`src/logic/abc_pkg.sv`:
```
package abc_pkg;
  // conversion timing in pin clock cycles and divided (internal) clock cycles
  localparam int unsigned CONV_IN_CYCLES  = 20;                 // pin clock cycles per conversion
  localparam int unsigned CLK_DIV         = 2;                  // pin clock divided by two
  localparam int unsigned CONV_INT_CYCLES = CONV_IN_CYCLES / CLK_DIV;
  localparam int unsigned HOLD_EDGE       = 3;                  // falling edges to hold instant
  localparam int unsigned NUM_BITS        = 8;                  // result width / sample count
  localparam logic [7:0]  RESULT_RST      = 8'h00;
  localparam logic [7:0]  SAR_MID         = 8'h80;              // dac starts at half scale

  // converter state, one-hot
  typedef enum logic [3:0] {
    ABC_IDLE  = 4'b0001,
    ABC_TRACK = 4'b0010,
    ABC_CONV  = 4'b0100,
    ABC_STALL = 4'b1000
  } abc_state_t;
endpackage : abc_pkg

```
`src/logic/abc_conv_ctrl.sv`:
```
`timescale 1ns/1ps
`default_nettype none
module abc_conv_ctrl
  import abc_pkg::*;
#(
  parameter bit MULTI_SAMPLE = 1'b0
) (
  input  wire logic       ref_clk,
  input  wire logic       rst_n,
  input  wire logic       conv_clk,
  input  wire logic       chip_sel_n,
  input  wire logic       read_n,
  input  wire logic       mode,
  input  wire logic       comp_high,
  output logic            busy_n,
  output logic [7:0]      data_out,
  output logic [7:0]      data_oe_n,
  output logic            sample_switch,
  output logic [7:0]      dac_code
);

  // reset release through two flops
  logic rst_s1_q;
  logic rst_sync_n;
  always_ff @(posedge ref_clk or negedge rst_n) begin
    if (!rst_n) begin
      rst_s1_q   <= 1'b0;
      rst_sync_n <= 1'b0;
    end else begin
      rst_s1_q   <= 1'b1;
      rst_sync_n <= rst_s1_q;
    end
  end

  // pin synchronisers
  logic [3:0] pin_s1_q;
  logic [3:0] pin_s2_q;
  always_ff @(posedge ref_clk or negedge rst_sync_n) begin
    if (!rst_sync_n) begin
      pin_s1_q <= 4'hf;
      pin_s2_q <= 4'hf;
    end else begin
      pin_s1_q <= {conv_clk, chip_sel_n, read_n, mode};
      pin_s2_q <= pin_s1_q;
    end
  end
  logic clk_s;
  logic cs_s;
  logic rd_s;
  logic mode_s;
  assign {clk_s, cs_s, rd_s, mode_s} = pin_s2_q;
  logic rd_act;
  assign rd_act = !cs_s && !rd_s;

  // state registers
  abc_state_t  state_q, state_d;
  logic        clk_prev_q, clk_prev_d;
  logic        div_q, div_d;
  logic [1:0]  fall_cnt_q, fall_cnt_d;
  logic [3:0]  cyc_q, cyc_d;
  logic [7:0]  sar_q, sar_d;
  logic [2:0]  bit_q, bit_d;
  logic [7:0]  result_q, result_d;
  logic        rd_prev_q, rd_prev_d;
  logic        load_pend_q, load_pend_d;
  logic        blank_q, blank_d;
  logic        sw_q, sw_d;

  logic fall;
  logic int_tick;
  logic rd_start;
  logic cont;
  assign fall     = clk_prev_q && !clk_s;
  assign int_tick = fall && div_q;
  assign rd_start = rd_act && !rd_prev_q;
  assign cont     = MULTI_SAMPLE && !mode_s;

  // next-state logic
  always_comb begin
    state_d     = state_q;
    clk_prev_d  = clk_s;
    div_d       = div_q;
    fall_cnt_d  = fall_cnt_q;
    cyc_d       = cyc_q;
    sar_d       = sar_q;
    bit_d       = bit_q;
    result_d    = result_q;
    rd_prev_d   = rd_act;
    load_pend_d = load_pend_q;
    blank_d     = blank_q;
    sw_d        = sw_q;
    // clock edge within one clock after busy rise ends blank window
    if (fall && blank_q) begin
      blank_d = 1'b0;
    end
    // deferred continuous load once a strobe returns high
    if (load_pend_q && !rd_act) begin
      result_d    = sar_q;
      load_pend_d = 1'b0;
    end
    case (state_q)
      ABC_IDLE: begin
        sw_d = 1'b1;
        if (cont || (rd_start && !blank_q)) begin
          state_d    = ABC_TRACK;
          fall_cnt_d = '0;
          div_d      = 1'b0;
          blank_d    = 1'b0;
        end
      end
      ABC_TRACK: begin
        if (fall) begin
          fall_cnt_d = fall_cnt_q + 2'd1;
          if (fall_cnt_q == 2'(HOLD_EDGE - 1)) begin
            sw_d   = 1'b0;
            state_d = ABC_CONV;
            sar_d  = SAR_MID;
            bit_d  = 3'd7;
            cyc_d  = '0;
            div_d  = 1'b0;
          end
        end
      end
      ABC_CONV: begin
        if (fall) begin
          div_d = !div_q;
          // multi-sample: track through the second half of each decision cycle
          if (MULTI_SAMPLE && !div_q && cyc_q < 4'(NUM_BITS)) begin
            sw_d = 1'b1;
          end
        end
        if (int_tick) begin
          cyc_d = cyc_q + 4'd1;
          if (cyc_q < 4'(NUM_BITS)) begin
            // open the switch, keep or drop the trial bit
            sw_d = 1'b0;
            if (!comp_high) begin
              sar_d[bit_q] = 1'b0;
            end
            if (bit_q != 3'd0) begin
              sar_d[bit_q - 3'd1] = 1'b1;
            end
            bit_d = bit_q - 3'd1;
          end else if (cyc_q == 4'(CONV_INT_CYCLES - 1)) begin
            sw_d = 1'b1;
            if (cont && rd_act) begin
              load_pend_d = 1'b1;
              state_d     = ABC_STALL;
            end else begin
              result_d = sar_q;
              state_d  = ABC_IDLE;
              blank_d  = !cont;
            end
          end
        end
      end
      ABC_STALL: begin
        if (!rd_act) begin
          state_d = ABC_IDLE;
        end
      end
      default: state_d = ABC_IDLE;
    endcase
  end

  always_ff @(posedge ref_clk or negedge rst_sync_n) begin
    if (!rst_sync_n) begin
      state_q     <= ABC_IDLE;
      clk_prev_q  <= 1'b1;
      div_q       <= 1'b0;
      fall_cnt_q  <= '0;
      cyc_q       <= '0;
      sar_q       <= SAR_MID;
      bit_q       <= 3'd7;
      result_q    <= RESULT_RST;
      rd_prev_q   <= 1'b0;
      load_pend_q <= 1'b0;
      blank_q     <= 1'b0;
      sw_q        <= 1'b1;
    end else begin
      state_q     <= state_d;
      clk_prev_q  <= clk_prev_d;
      div_q       <= div_d;
      fall_cnt_q  <= fall_cnt_d;
      cyc_q       <= cyc_d;
      sar_q       <= sar_d;
      bit_q       <= bit_d;
      result_q    <= result_d;
      rd_prev_q   <= rd_prev_d;
      load_pend_q <= load_pend_d;
      blank_q     <= blank_d;
      sw_q        <= sw_d;
    end
  end

  // outputs
  assign busy_n        = !(state_q == ABC_TRACK || state_q == ABC_CONV);
  assign data_out      = result_q;
  assign data_oe_n     = {8{!rd_act}};
  assign sample_switch = sw_q;
  assign dac_code      = sar_q;

  // checks
  property p_busy_on_start;
    @(posedge ref_clk) disable iff (!rst_sync_n)
      (state_q == ABC_IDLE && rd_start && !blank_q && !cont) |=> !busy_n;
  endproperty
  a_busy_on_start: assert property (p_busy_on_start) else $error("busy not low after start");

  property p_hold_open;
    @(posedge ref_clk) disable iff (!rst_sync_n)
      (state_q == ABC_TRACK && fall && fall_cnt_q == 2'd2) |=> !sample_switch;
  endproperty
  a_hold_open: assert property (p_hold_open) else $error("switch not opened at hold");

  property p_track_at_start;
    @(posedge ref_clk) disable iff (!rst_sync_n)
      $fell(busy_n) |-> sample_switch;
  endproperty
  a_track_at_start: assert property (p_track_at_start) else $error("switch open at start");

  property p_track_hold;
    @(posedge ref_clk) disable iff (!rst_sync_n)
      (state_q == ABC_TRACK) |-> sample_switch;
  endproperty
  a_track_hold: assert property (p_track_hold) else $error("switch open while tracking");

  property p_track_after_end;
    @(posedge ref_clk) disable iff (!rst_sync_n)
      $rose(busy_n) |-> sample_switch;
  endproperty
  a_track_after_end: assert property (p_track_after_end) else $error("switch not closed at end");

  property p_conv_len;
    @(posedge ref_clk) disable iff (!rst_sync_n)
      (state_q == ABC_CONV) |-> (cyc_q < 4'(CONV_INT_CYCLES));
  endproperty
  a_conv_len: assert property (p_conv_len) else $error("conversion longer than ten cycles");

  property p_no_self_start;
    @(posedge ref_clk) disable iff (!rst_sync_n)
      (state_q == ABC_IDLE && !cont && !rd_start) |=> busy_n;
  endproperty
  a_no_self_start: assert property (p_no_self_start) else $error("conversion started without read");

  property p_result_on_end;
    @(posedge ref_clk) disable iff (!rst_sync_n)
      ($rose(busy_n) && $past(state_q) == ABC_CONV && !load_pend_q) |-> result_q == $past(sar_q);
  endproperty
  a_result_on_end: assert property (p_result_on_end) else $error("result not loaded at end");

  property p_data_stable;
    @(posedge ref_clk) disable iff (!rst_sync_n)
      (!busy_n && $past(!busy_n)) |-> $stable(data_out);
  endproperty
  a_data_stable: assert property (p_data_stable) else $error("data changed mid conversion");

  property p_oe;
    @(posedge ref_clk) disable iff (!rst_sync_n)
      data_oe_n == {8{$past(chip_sel_n, 2) || $past(read_n, 2)}};
  endproperty
  a_oe: assert property (p_oe) else $error("output enable mismatch");

  property p_stall;
    @(posedge ref_clk) disable iff (!rst_sync_n)
      (state_q == ABC_STALL && rd_act) |=> busy_n && state_q == ABC_STALL;
  endproperty
  a_stall: assert property (p_stall) else $error("stall not held");

  property p_blank;
    @(posedge ref_clk) disable iff (!rst_sync_n)
      (blank_q && state_q == ABC_IDLE && !cont) |=> busy_n;
  endproperty
  a_blank: assert property (p_blank) else $error("conversion started in blank window");

  c_start: cover property (@(posedge ref_clk) disable iff (!rst_sync_n) $fell(busy_n));
  c_end:   cover property (@(posedge ref_clk) disable iff (!rst_sync_n) $rose(busy_n));
  c_stall: cover property (@(posedge ref_clk) disable iff (!rst_sync_n) state_q == ABC_STALL);
  c_blank: cover property (@(posedge ref_clk) disable iff (!rst_sync_n) blank_q && rd_start);

endmodule : abc_conv_ctrl
`default_nettype wire

```
`config.mk`:
```
export PLATFORM = sky130hd
export DESIGN_NAME = abc_conv_ctrl
export DESIGN_NICKNAME = d
export VERILOG_FILES = /design/src/logic/abc_pkg.sv /design/src/logic/abc_conv_ctrl.sv
export SDC_FILE = /design/constraint.sdc
export NUM_CORES = 1
export LEC_CHECK = 0
export BUFFER_PORTS_ARGS = -buffer_cell sky130_fd_sc_hd__buf_2
export CAP_MARGIN = 20
export CORE_MARGIN = 2
export CORE_UTILIZATION = 50
export CTS_BUF_LIST = sky130_fd_sc_hd__clkbuf_8
export CTS_CLUSTER_DIAMETER = 40
export DETAILED_ROUTE_END_ITERATION = 6
export GPL_ROUTABILITY_DRIVEN = 0
export HOLD_SLACK_MARGIN = 0.03
export PLACE_DENSITY_LB_ADDON = 0.15
export SKIP_CTS_REPAIR_TIMING = 1
export SLEW_MARGIN = 25
export SYNTH_ARGS = -nofsm -noshare
export SYNTH_HDL_FRONTEND = slang
export SYNTH_SLANG_ARGS = --single-unit
```
`constraint.sdc`:
```
create_clock -name ref_clk -period 1.5 [get_ports ref_clk]
set_input_delay 0.225 -clock ref_clk [delete_from_list [all_inputs] [get_ports ref_clk]]
set_output_delay 0.225 -clock ref_clk [all_outputs]
set_load 0.005 [all_outputs]
```
==> results of run 1 <==
## worst max path at each step
stage	start	to
3_5_place_dp	cyc_q[1]	data_out[0]
5_1_grt	cyc_q[1]	data_out[2]
6_report	state_q[2]	bit_q[2]
3_3_place_gp	cyc_q[1]	data_out[6]
2_1_floorplan	bit_q[0]	dac_code[2]
4_1_cts	cyc_q[1]	data_out[2]
## logic make-up after synthesis
kind of cell,share of synthesized area [%]
fa+ha+maj,3.06
flops,50.9
xor+xnor,1.28
other cells,0.183
simple gates,16.9
mux,5.93
buf+inv,6.85
compound gates,14.8
## cell type report
class / instances / area, um^2
multi-input combinational: 125 / 1090
timing repair buffer: 80 / 581
clock buffer: 5 / 68.8
fill: 279 / 1040
inverter: 9 / 38.8
tap: 50 / 62.6
sequential: 41 / 1040
clock inverter: 3 / 46.3
## power by group
group / leakage [nW] / switching [mW] / internal [mW]
clock: 0.0543 / 0.399 / 0.498
sequential: 0.486 / 0.0133 / 1.14
combinational: 0.701 / 0.0948 / 0.0937
## metrics by stage
stage	total power, mW	hold WS, ns	utilization [%]	area (um^2)	TNS (ns)
after detailed placement	1.32	0.0111	62.4	2480	-3.37
after global placement	1.31	0.00914	62.4	2480	-2.55
final	2.24	0.236	73.7	2930	-2.26
after CTS	2.21	-0.315	65.2	2590	-4.43
after floorplan	1.27	-0.0706	-	2100	-1.89
after global routing	2.34	0.233	73.7	2930	-4.32
## flip-flops by register name, indices dropped and copies added (netlist names)
signal	flops
rd_prev_q	1
fall_cnt_q	2
rst_sync_n	1
sample_switch	1
bit_q	3
dac_code	8
pin_s1_q	3
rst_s1_q	1
state_q	3
data_out	8
blank_q	1
cyc_q	4
div_q	1
pin_s2_q	3
clk_prev_q	1
## worst max-delay path: stages (launching register included)
cell and delay (ns):
dfrtp_2 0.45, buf_6 0.13, nand3b_1 0.23, a211o_4 0.41
buf_12 0.15, o31ai_2 0.21
## Yosys cell counts, drive strengths merged
cell type	count	share of area (%)
a211o	1	0.43
a21o	2	0.73
a21oi	9	2.2
a222oi	1	0.49
a22o	1	0.43
a22oi	1	0.37
a2bb2oi	1	0.43
a311oi	2	0.86
a31oi	1	0.31
a41o	1	0.49
buf	10	3.5
clkbuf	9	1.7
conb	1	0.18
dfrtp	28	34
dfstp	13	17
ha	5	3.1
inv	9	1.7
mux2	9	5.0
mux2i	2	0.98
nand2	13	2.4
nand2b	4	1.2
nand3	4	0.98
nand3b	3	1.1
nand4	1	0.31
nand4b	2	0.86
nand4bb	1	0.55
nor2	9	2.0
nor2b	3	0.92
nor3	7	2.0
nor4b	3	1.3
nor4bb	4	2.0
o211ai	2	0.73
o21a	1	0.37
o21ai	19	4.6
o31ai	3	1.1
o32ai	1	0.43
o41ai	1	0.80
or3	2	0.86
or3b	1	0.55
xnor2	2	0.86
xor2	1	0.43
## metal layers
metal  global-route usage (%)  vias to the layer above  share of wire [%]
li1                         -                      820                  -
met1                     26.1                      888                 43
met2                     36.8                       34                 52
met3                     4.77                        8                3.0
met4                     9.00                        0                1.9
met5                        0                        -                  0
==> results.tsv, run 1 <==
metric	value	unit
status	finished with violations	
failing checks	setup timing	
reg2reg start	state_q[2]	
Root Buffer	clkbuf_8	
via count	1750	
Synth cell types	48	
DRC errors left	0	
max cap viols	0	
Max Root-Sink Buffers	2	
register area share after synthesis	50.9	%
post-place setup slack	-0.258	ns
CTS buffer count	5	
most frequent cells in the layout	37 x buf_4, 31 x buf_2, 27 x dfrtp_1	
Critical R2R Capture	bit_q[2]	
clock latency at the later pin of the worst-skew pair	0.30	ns
clock slew at reported path FFs	0.08	ns
commonest non-fill, non-tap cell in the layout	buf_4	
Mapped Cells	193	
PwrDens	764	nW/um^2
H-tree depth	2	
unrepaired setup endpoints after global routing	true	
Yosys warnings	0	
Max Fclk	598	MHz
crit path launch type	flop	
Pleak	1.24	nW
Clock Sinks	41	
DP Cell Count	291	
CP Class	reg -> reg	
largest net degree at the start of global routing	40	
area delta synth->final	43.1	%
worst-path fanout max	5	
Worst EP arrival	1.88	ns
DR iter-0 viols	66	
crit end category	flop	
Fin. Hold Viols	0	
ant diodes	0	
Tot GR Track Use	21.5	%
I/O Buffers	31	
final net count	274	
antenna viol nets, final	0	
mean post-synth cell area	10.6	um^2
Die Height	68.0	um
synthesized cell area	2050	um^2
R2R Setup Slk	-0.17	ns
die footprint	4620	um^2
Worst EP required	1.71	ns
DR WL/cell	16.2	um
final wirelength	5.07	mm
global-route wire length before repair	7.22	mm
Tcrit/Tclk final	111	%
R2R depth	5	
final cell count without fillers	313	
Initial Util	51.5	%
Setup WS post-layout	-0.171	ns
DPL Wire Length	3.26	mm
GR Overflow Total	0	
Die Wd	68.0	um
initial antenna violation count	0	
final setup fails	24	
fin crit period	1.67	ns
CTS tree	built	
first-pass iteration count of the detailed router	4	
# IOs	33	
num rows	23	
vias per cell	5.59	
Peak VDD IR	0.748	mV
share of cells above drive strength 1	57.0	%
core area	3970	um^2
vias in the first global route	1589	
Final Max Tran Viols	0	
syn nets	205	
clk_skew	0.00777	ns
hold crit path type	in -> async	
Yosys reg bits	41	
No activity file was read; power rests on OpenSTA's default activity.
==> inputs of run 2 (changes only) <==
Settings changed: BUFFER_PORTS_ARGS -buffer_cell sky130_fd_sc_hd__buf_2 to unset, DONT_BUFFER_PORTS set to 1.
==> run 2 against run 1 <==
  * The run still ends with setup timing left
  * Fmax grew 0.73%
  * Worst hold slack worse by 0.071 ns
  * Power is 6.8% higher
  * Critical endpoint is now dac_code[3]
  * Largest power group unchanged
==> results.tsv, run 2 (synthesis gave the netlist of run 1 again) <==
metric	value	unit	change
status	finished with violations		
failing checks	setup timing		
Worst EP arrival	1.85	ns	-0.03 ns
vias per cell	5.88		+5.1%
clk_skew	0.00540	ns	-0.00237 ns
share of cells above drive strength 1	47.4	%	-9.6 points
crit end category	flop		
GR Overflow Total	0		unchanged
DR WL/cell	16.9	um	+4.2%
Clock Sinks	41		unchanged
first-pass iteration count of the detailed router	4		unchanged
CP top delay family	simple AND/OR/NAND/NOR gates		
crit path launch type	flop		
area delta synth->final	34.3	%	
clock slew at reported path FFs	0.08	ns	about the same
Die Height	68.0	um	unchanged
CP Buf/Inv Count	0		-2
max cap viols	0		unchanged
Fin. Hold Viols	0		unchanged
ant diodes	0		unchanged
die footprint	4620	um^2	unchanged
CP Class	reg -> reg		
I/O Buffers	0		-100%
most frequent cells in the layout	38 x buf_4, 27 x dfrtp_1, 13 x dfstp_2		
Die Wd	68.0	um	unchanged
# IOs	33		unchanged
CTS tree	built		
Pleak	1.12	nW	-9.5%
core area	3970	um^2	unchanged
Peak VDD IR	0.706	mV	-5.6%
CTS buffer count	5		unchanged
initial antenna violation count	0		unchanged
clock latency at the later pin of the worst-skew pair	0.30	ns	about the same
unrepaired setup endpoints after global routing	true		
global-route wire length before repair	6.99	mm	-3.2%
hold crit path type	in -> async		
Tcrit/Tclk final	111	%	-0.81 points
Max stage delay on crit path	0.47	ns	+0.02 ns
worst-path fanout max	6		+1
final setup fails	18		-25%
PwrDens	869	nW/um^2	+14%
Initial Util	51.5	%	unchanged
fin crit period	1.66	ns	-0.0122 ns
crit path cell chain	or3b_4, or3_4, o41ai_2		
via count	1645		-6.0%
DRC errors left	0		unchanged
Setup WS post-layout	-0.159	ns	+0.0122 ns
num rows	23		unchanged
antenna viol nets, final	0		unchanged
Final Max Tran Viols	0		unchanged
DR iter-0 viols	99		+50%
largest net degree at the start of global routing	40		unchanged
DPL Wire Length	3.08	mm	-5.5%
Max Root-Sink Buffers	2		unchanged
Pwr Total	2.39	mW	+6.8%
Root Buffer	clkbuf_8		
final net count	241		-12%
Worst EP required	1.69	ns	-0.02 ns
Min Hold Slack	0.165	ns	-0.0708 ns
H-tree depth	2		unchanged
commonest non-fill, non-tap cell in the layout	buf_4		
Tot GR Track Use	20.6	%	-0.93 points
CP max-delay cell	or3b_4		
vias in the first global route	1525		-4.0%
Max Fclk	603	MHz	+0.73%
final wirelength	4.73	mm	-6.8%
## run 2: area by class of cell
type,instances,area (um^2)
multi-input combinational,125,1070
fill,286,1220
inverter,9,38.8
clock inverter,3,68.8
tap,50,62.6
clock buffer,5,68.8
sequential,41,1040
timing repair buffer,47,390
## run 2: metrics by stage
| step | setup TNS [ns] | util (%) | cell area, um^2 | worst slack (ns) | std cells |
|---|---|---|---|---|---|
| after floorplan | -1.89 | - | 2100 | -0.146 | 193 |
| after global placement | -2.65 | 58.6 | 2330 | -0.163 | 261 |
| after detailed placement | -3.45 | 58.6 | 2330 | -0.201 | 261 |
| after CTS | -4.28 | 62.1 | 2470 | -0.239 | 269 |
| after global routing | -3.14 | 69.2 | 2750 | -0.212 | 280 |
| final | -2.01 | 69.2 | 2750 | -0.159 | 280 |
## run 2: worst paths after layout
path                            start          end  slack, ns  cells past startpoint
hold / removal                  rst_n     rst_s1_q       0.16                      1
setup / recovery           state_q[2]  dac_code[3]      -0.16                      3
min in group ref_clk        comp_high  dac_code[7]       0.23                      3
hold reg to reg            rst_sync_n  data_out[7]       0.30                      1
setup reg to reg           state_q[2]  dac_code[3]      -0.16                      3
max in group asynchronous  rst_sync_n     bit_q[0]       0.83                      1
## run 2: worst register-to-register path, delay by kind of cell (launching register included)
kind | cells | cell delay [ns]
simple gates | 2 | 0.90
compound gates | 1 | 0.22
flops | 1 | 0.44
## run 2: report_power, final
group / switching (mW) / total, mW / internal, mW
combinational: 0.0881 / 0.166 / 0.0776
clock: 0.397 / 1.07 / 0.670
sequential: 0.0181 / 1.16 / 1.14
total: 0.503 / 2.39 / 1.89
## run 2: metal layers
metal	GRT usage, %	part of all wire [%]	vias up
li1	-	-	754
met1	24.8	40	843
met2	33.5	54	38
met3	7.24	4.4	10
met4	8.50	1.8	0
met5	0	0	-
==> inputs of run 3 (changes only) <==
Settings changed: ABC_AREA set to 1, CORE_UTILIZATION 50 to 40.
==> run 3 against run 2 <==
  * The flow now finishes without violations
  * Final cell count increased by 30%
  * Sequential share of layout area increased by 0.90 points
  * Worst setup slack improved by 0.16 ns
  * Core utilization decreased by 17 points
  * Power increased by 100%
  * Worst hold slack got worse by 0.0087 ns
  * Count of clock-buffer cells in the layout increased by 1
  * First-iteration DRC count increased by 35%
  * Largest cell class unchanged
  * Largest power group is now combinational logic
==> results.tsv, run 3 <==
metric	value	unit	change
status	finished clean		
largest cells by area after synthesis	dfrtp_1 33%, nand2_1 17%, dfstp_2 16%		
vias in the first global route	1539		+0.92%
Final Max Tran Viols	0		unchanged
Max Root-Sink Buffers	2		unchanged
cell with the most instances after synthesis	nand2_1		
synthesized cell area	2110	um^2	+3.2%
Post-synth EDFFs	0		unchanged
GR Overflow Total	0		unchanged
Async S/R FF share, synth	100	%	unchanged
Initial Util	41.3	%	-10 points
area of the multi-input gates	1060	um^2	-1.5%
Die Wd	76.6	um	+13%
area delta synth->final	27.1	%	
Min Hold Slack	0.156	ns	-0.00867 ns
final setup fails	0		-18
post-synth top area share	33.2	%	-1.1 points
Psw	1.94	mW	+280%
mean post-synth cell area	8.06	um^2	-24%
Post-synth top cells	98 x nand2_1, 28 x dfrtp_1, 24 x nand3_1		
# IOs	33		unchanged
register share of total power	33.0	%	-15 points
vias per cell	4.80		-18%
H-tree depth	2		unchanged
syn nets	274		+34%
DRC errors left	0		unchanged
crit end category	flop		
Setup TNS	0	ns	+2.01 ns
CTS buffer count	5		unchanged
FF/Latch Area	1040	um^2	unchanged
max cap viols	0		unchanged
Primary FF master, synth	dfrtp_1		
ant diodes	0		unchanged
fin crit period	1.49	ns	-0.165 ns
core area	5110	um^2	+29%
Synth area leader	dfrtp_1		
I/O Buffers	0		unchanged
clock slew at reported path FFs	0.08	ns	about the same
first-pass iteration count of the detailed router	4		unchanged
clock latency at the later pin of the worst-skew pair	0.30	ns	about the same
crit path launch type	flop		
Die Height	76.6	um	+13%
die footprint	5870	um^2	+27%
DR iter-0 viols	134		+35%
FILL cells	499		+74%
R2R depth	8		+5
Mapped Cells	262		+36%
sw frac	40.4	%	+19 points
via count	1744		+6.0%
final net count	304		+26%
clk_skew	0.00850	ns	+0.00310 ns
Fin. Hold Viols	0		unchanged
Worst EP arrival	1.68	ns	-0.17 ns
Yosys reg bits	41		unchanged
Max Fclk	669	MHz	+11%
share of total power in the clock network	19.3	%	-25 points
num rows	26		+13%
hold crit path type	in -> async		
worst-path fanout max	4		-2
P_int	2.86	mW	+51%
Worst EP required	1.68	ns	about the same
Tcrit/Tclk final	99.6	%	-11 points
CP Class	reg -> reg		
combinational share of power	47.7	%	+41 points
most frequent cells in the layout	90 x nand2_1, 27 x dfrtp_1, 26 x buf_4		
final wirelength	4.71	mm	-0.32%
Pwr Total	4.79	mW	+100%
CTS tree	built		
commonest non-fill, non-tap cell in the layout	nand2_1		
register area share after synthesis	49.4	%	-1.6 points
Pleak	1.24	nW	+10%
DPL Wire Length	3.24	mm	+5.2%
Yosys warnings	0		unchanged
Worst Setup SP	pin_s2_q[3]		
initial antenna violation count	0		unchanged
antenna viol nets, final	0		unchanged
DR WL/cell	13.0	um	-23%
unrepaired setup endpoints after global routing	true		
R2R Setup Slk	0.006	ns	+0.16 ns
PwrDens	1790	nW/um^2	+110%
Clock Sinks	41		unchanged
largest net degree at the start of global routing	40		unchanged
Root Buffer	clkbuf_8		
Tot GR Track Use	16.2	%	-4.3 points
share of cells above drive strength 1	32.4	%	-15 points
reg2reg start	pin_s2_q[3]		
Critical R2R Capture	cyc_q[0]		
Setup crit end	cyc_q[0]		
Peak VDD IR	0.693	mV	-1.8%
global-route wire length before repair	7.56	mm	+8.1%
Synth cell types	26		-46%
## run 3: changes by cell type after synthesis, moves of 4 or more
cell      delta
nand3_1     +20
nand4_1      +4
nand2b_1     -4
o21ai_0      -6
nor2_1      +14
clkbuf_1     -8
nor4bb_1     -4
nand2_1     +85
inv_1       +10
nand2_2      +4
mux2_2       -9
nor3_1       -5
## run 3: power by group through the flow
stage	Combinational (mW)	Clock (mW)	Sequential (mW)
floorplan	1.20	0	1.53
global placement	1.68	0	1.55
detailed placement	1.70	0	1.56
CTS	1.71	0.946	1.54
global route	2.52	1.01	1.61
finish	2.28	0.927	1.58
## run 3: how the worst min path moves through the flow
stage | from | depth (start not counted) | end | slack (ns)
2_1_floorplan | rst_n | 0 | rst_s1_q | -0.07
3_3_place_gp | rst_n | 0 | rst_sync_n | -0.07
3_5_place_dp | rst_n | 0 | rst_s1_q | -0.07
4_1_cts | rst_n | 0 | rst_s1_q | -0.39
5_1_grt | rst_n | 1 | rst_s1_q | 0.14
6_report | rst_n | 1 | rst_s1_q | 0.16
## run 3: worst max-delay path, cell delays in order (launching register included)
cell,delay (ns)
dfstp_2,0.58
inv_2,0.05
nand2_4,0.08
nand4_1,0.21
nand2_4,0.16
nor2_8,0.06
buf_4,0.14
nand2_1,0.05
nand2_1,0.05
## run 3: kinds of logic (layout without fill, tap and decap cells)
logic type,count (synthesis),in the layout,share of synthesized area [%]
flip-flops,41,41,49.4
other,1,1,0.178
adder cells (fa/ha/maj),5,5,2.96
AO/OA/AOI/OAI,20,20,4.86
XOR/XNOR,2,2,0.830
buffers and inverters,32,63,7.71
AND/OR/NAND/NOR,161,161,34.1
## run 3: stage by stage
step                      worst slack [ns]  instance area [um^2]  util (%)  instances
after detailed placement           -0.0218                  2290      44.8        344
after global routing               -0.0656                  2680      52.5        363
after global placement             -0.0101                  2290      44.8        344
final                              0.00593                  2680      52.5        363
after CTS                           -0.122                  2400      47.1        352
after floorplan                     0.0525                  2110         -        262
## run 3: metal layers
metal  global-route usage [%]  vias to the layer above  routed length [um]
li1                         -                      885                   -
met2                     23.9                       34                2210
met3                     4.38                        7                 145
met4                     5.27                        0                  72
met5                        0                        -                   0
met1                     23.2                      818                2290
## run 3: cell type report
type	count	area share, %
Multi-Input combinational cell	189	39.4
Clock inverter	2	1.26
Sequential cell	41	38.9
Tap cell	70	3.26
Inverter	21	3.31
Clock buffer	6	3.08
Timing Repair Buffer	34	10.8
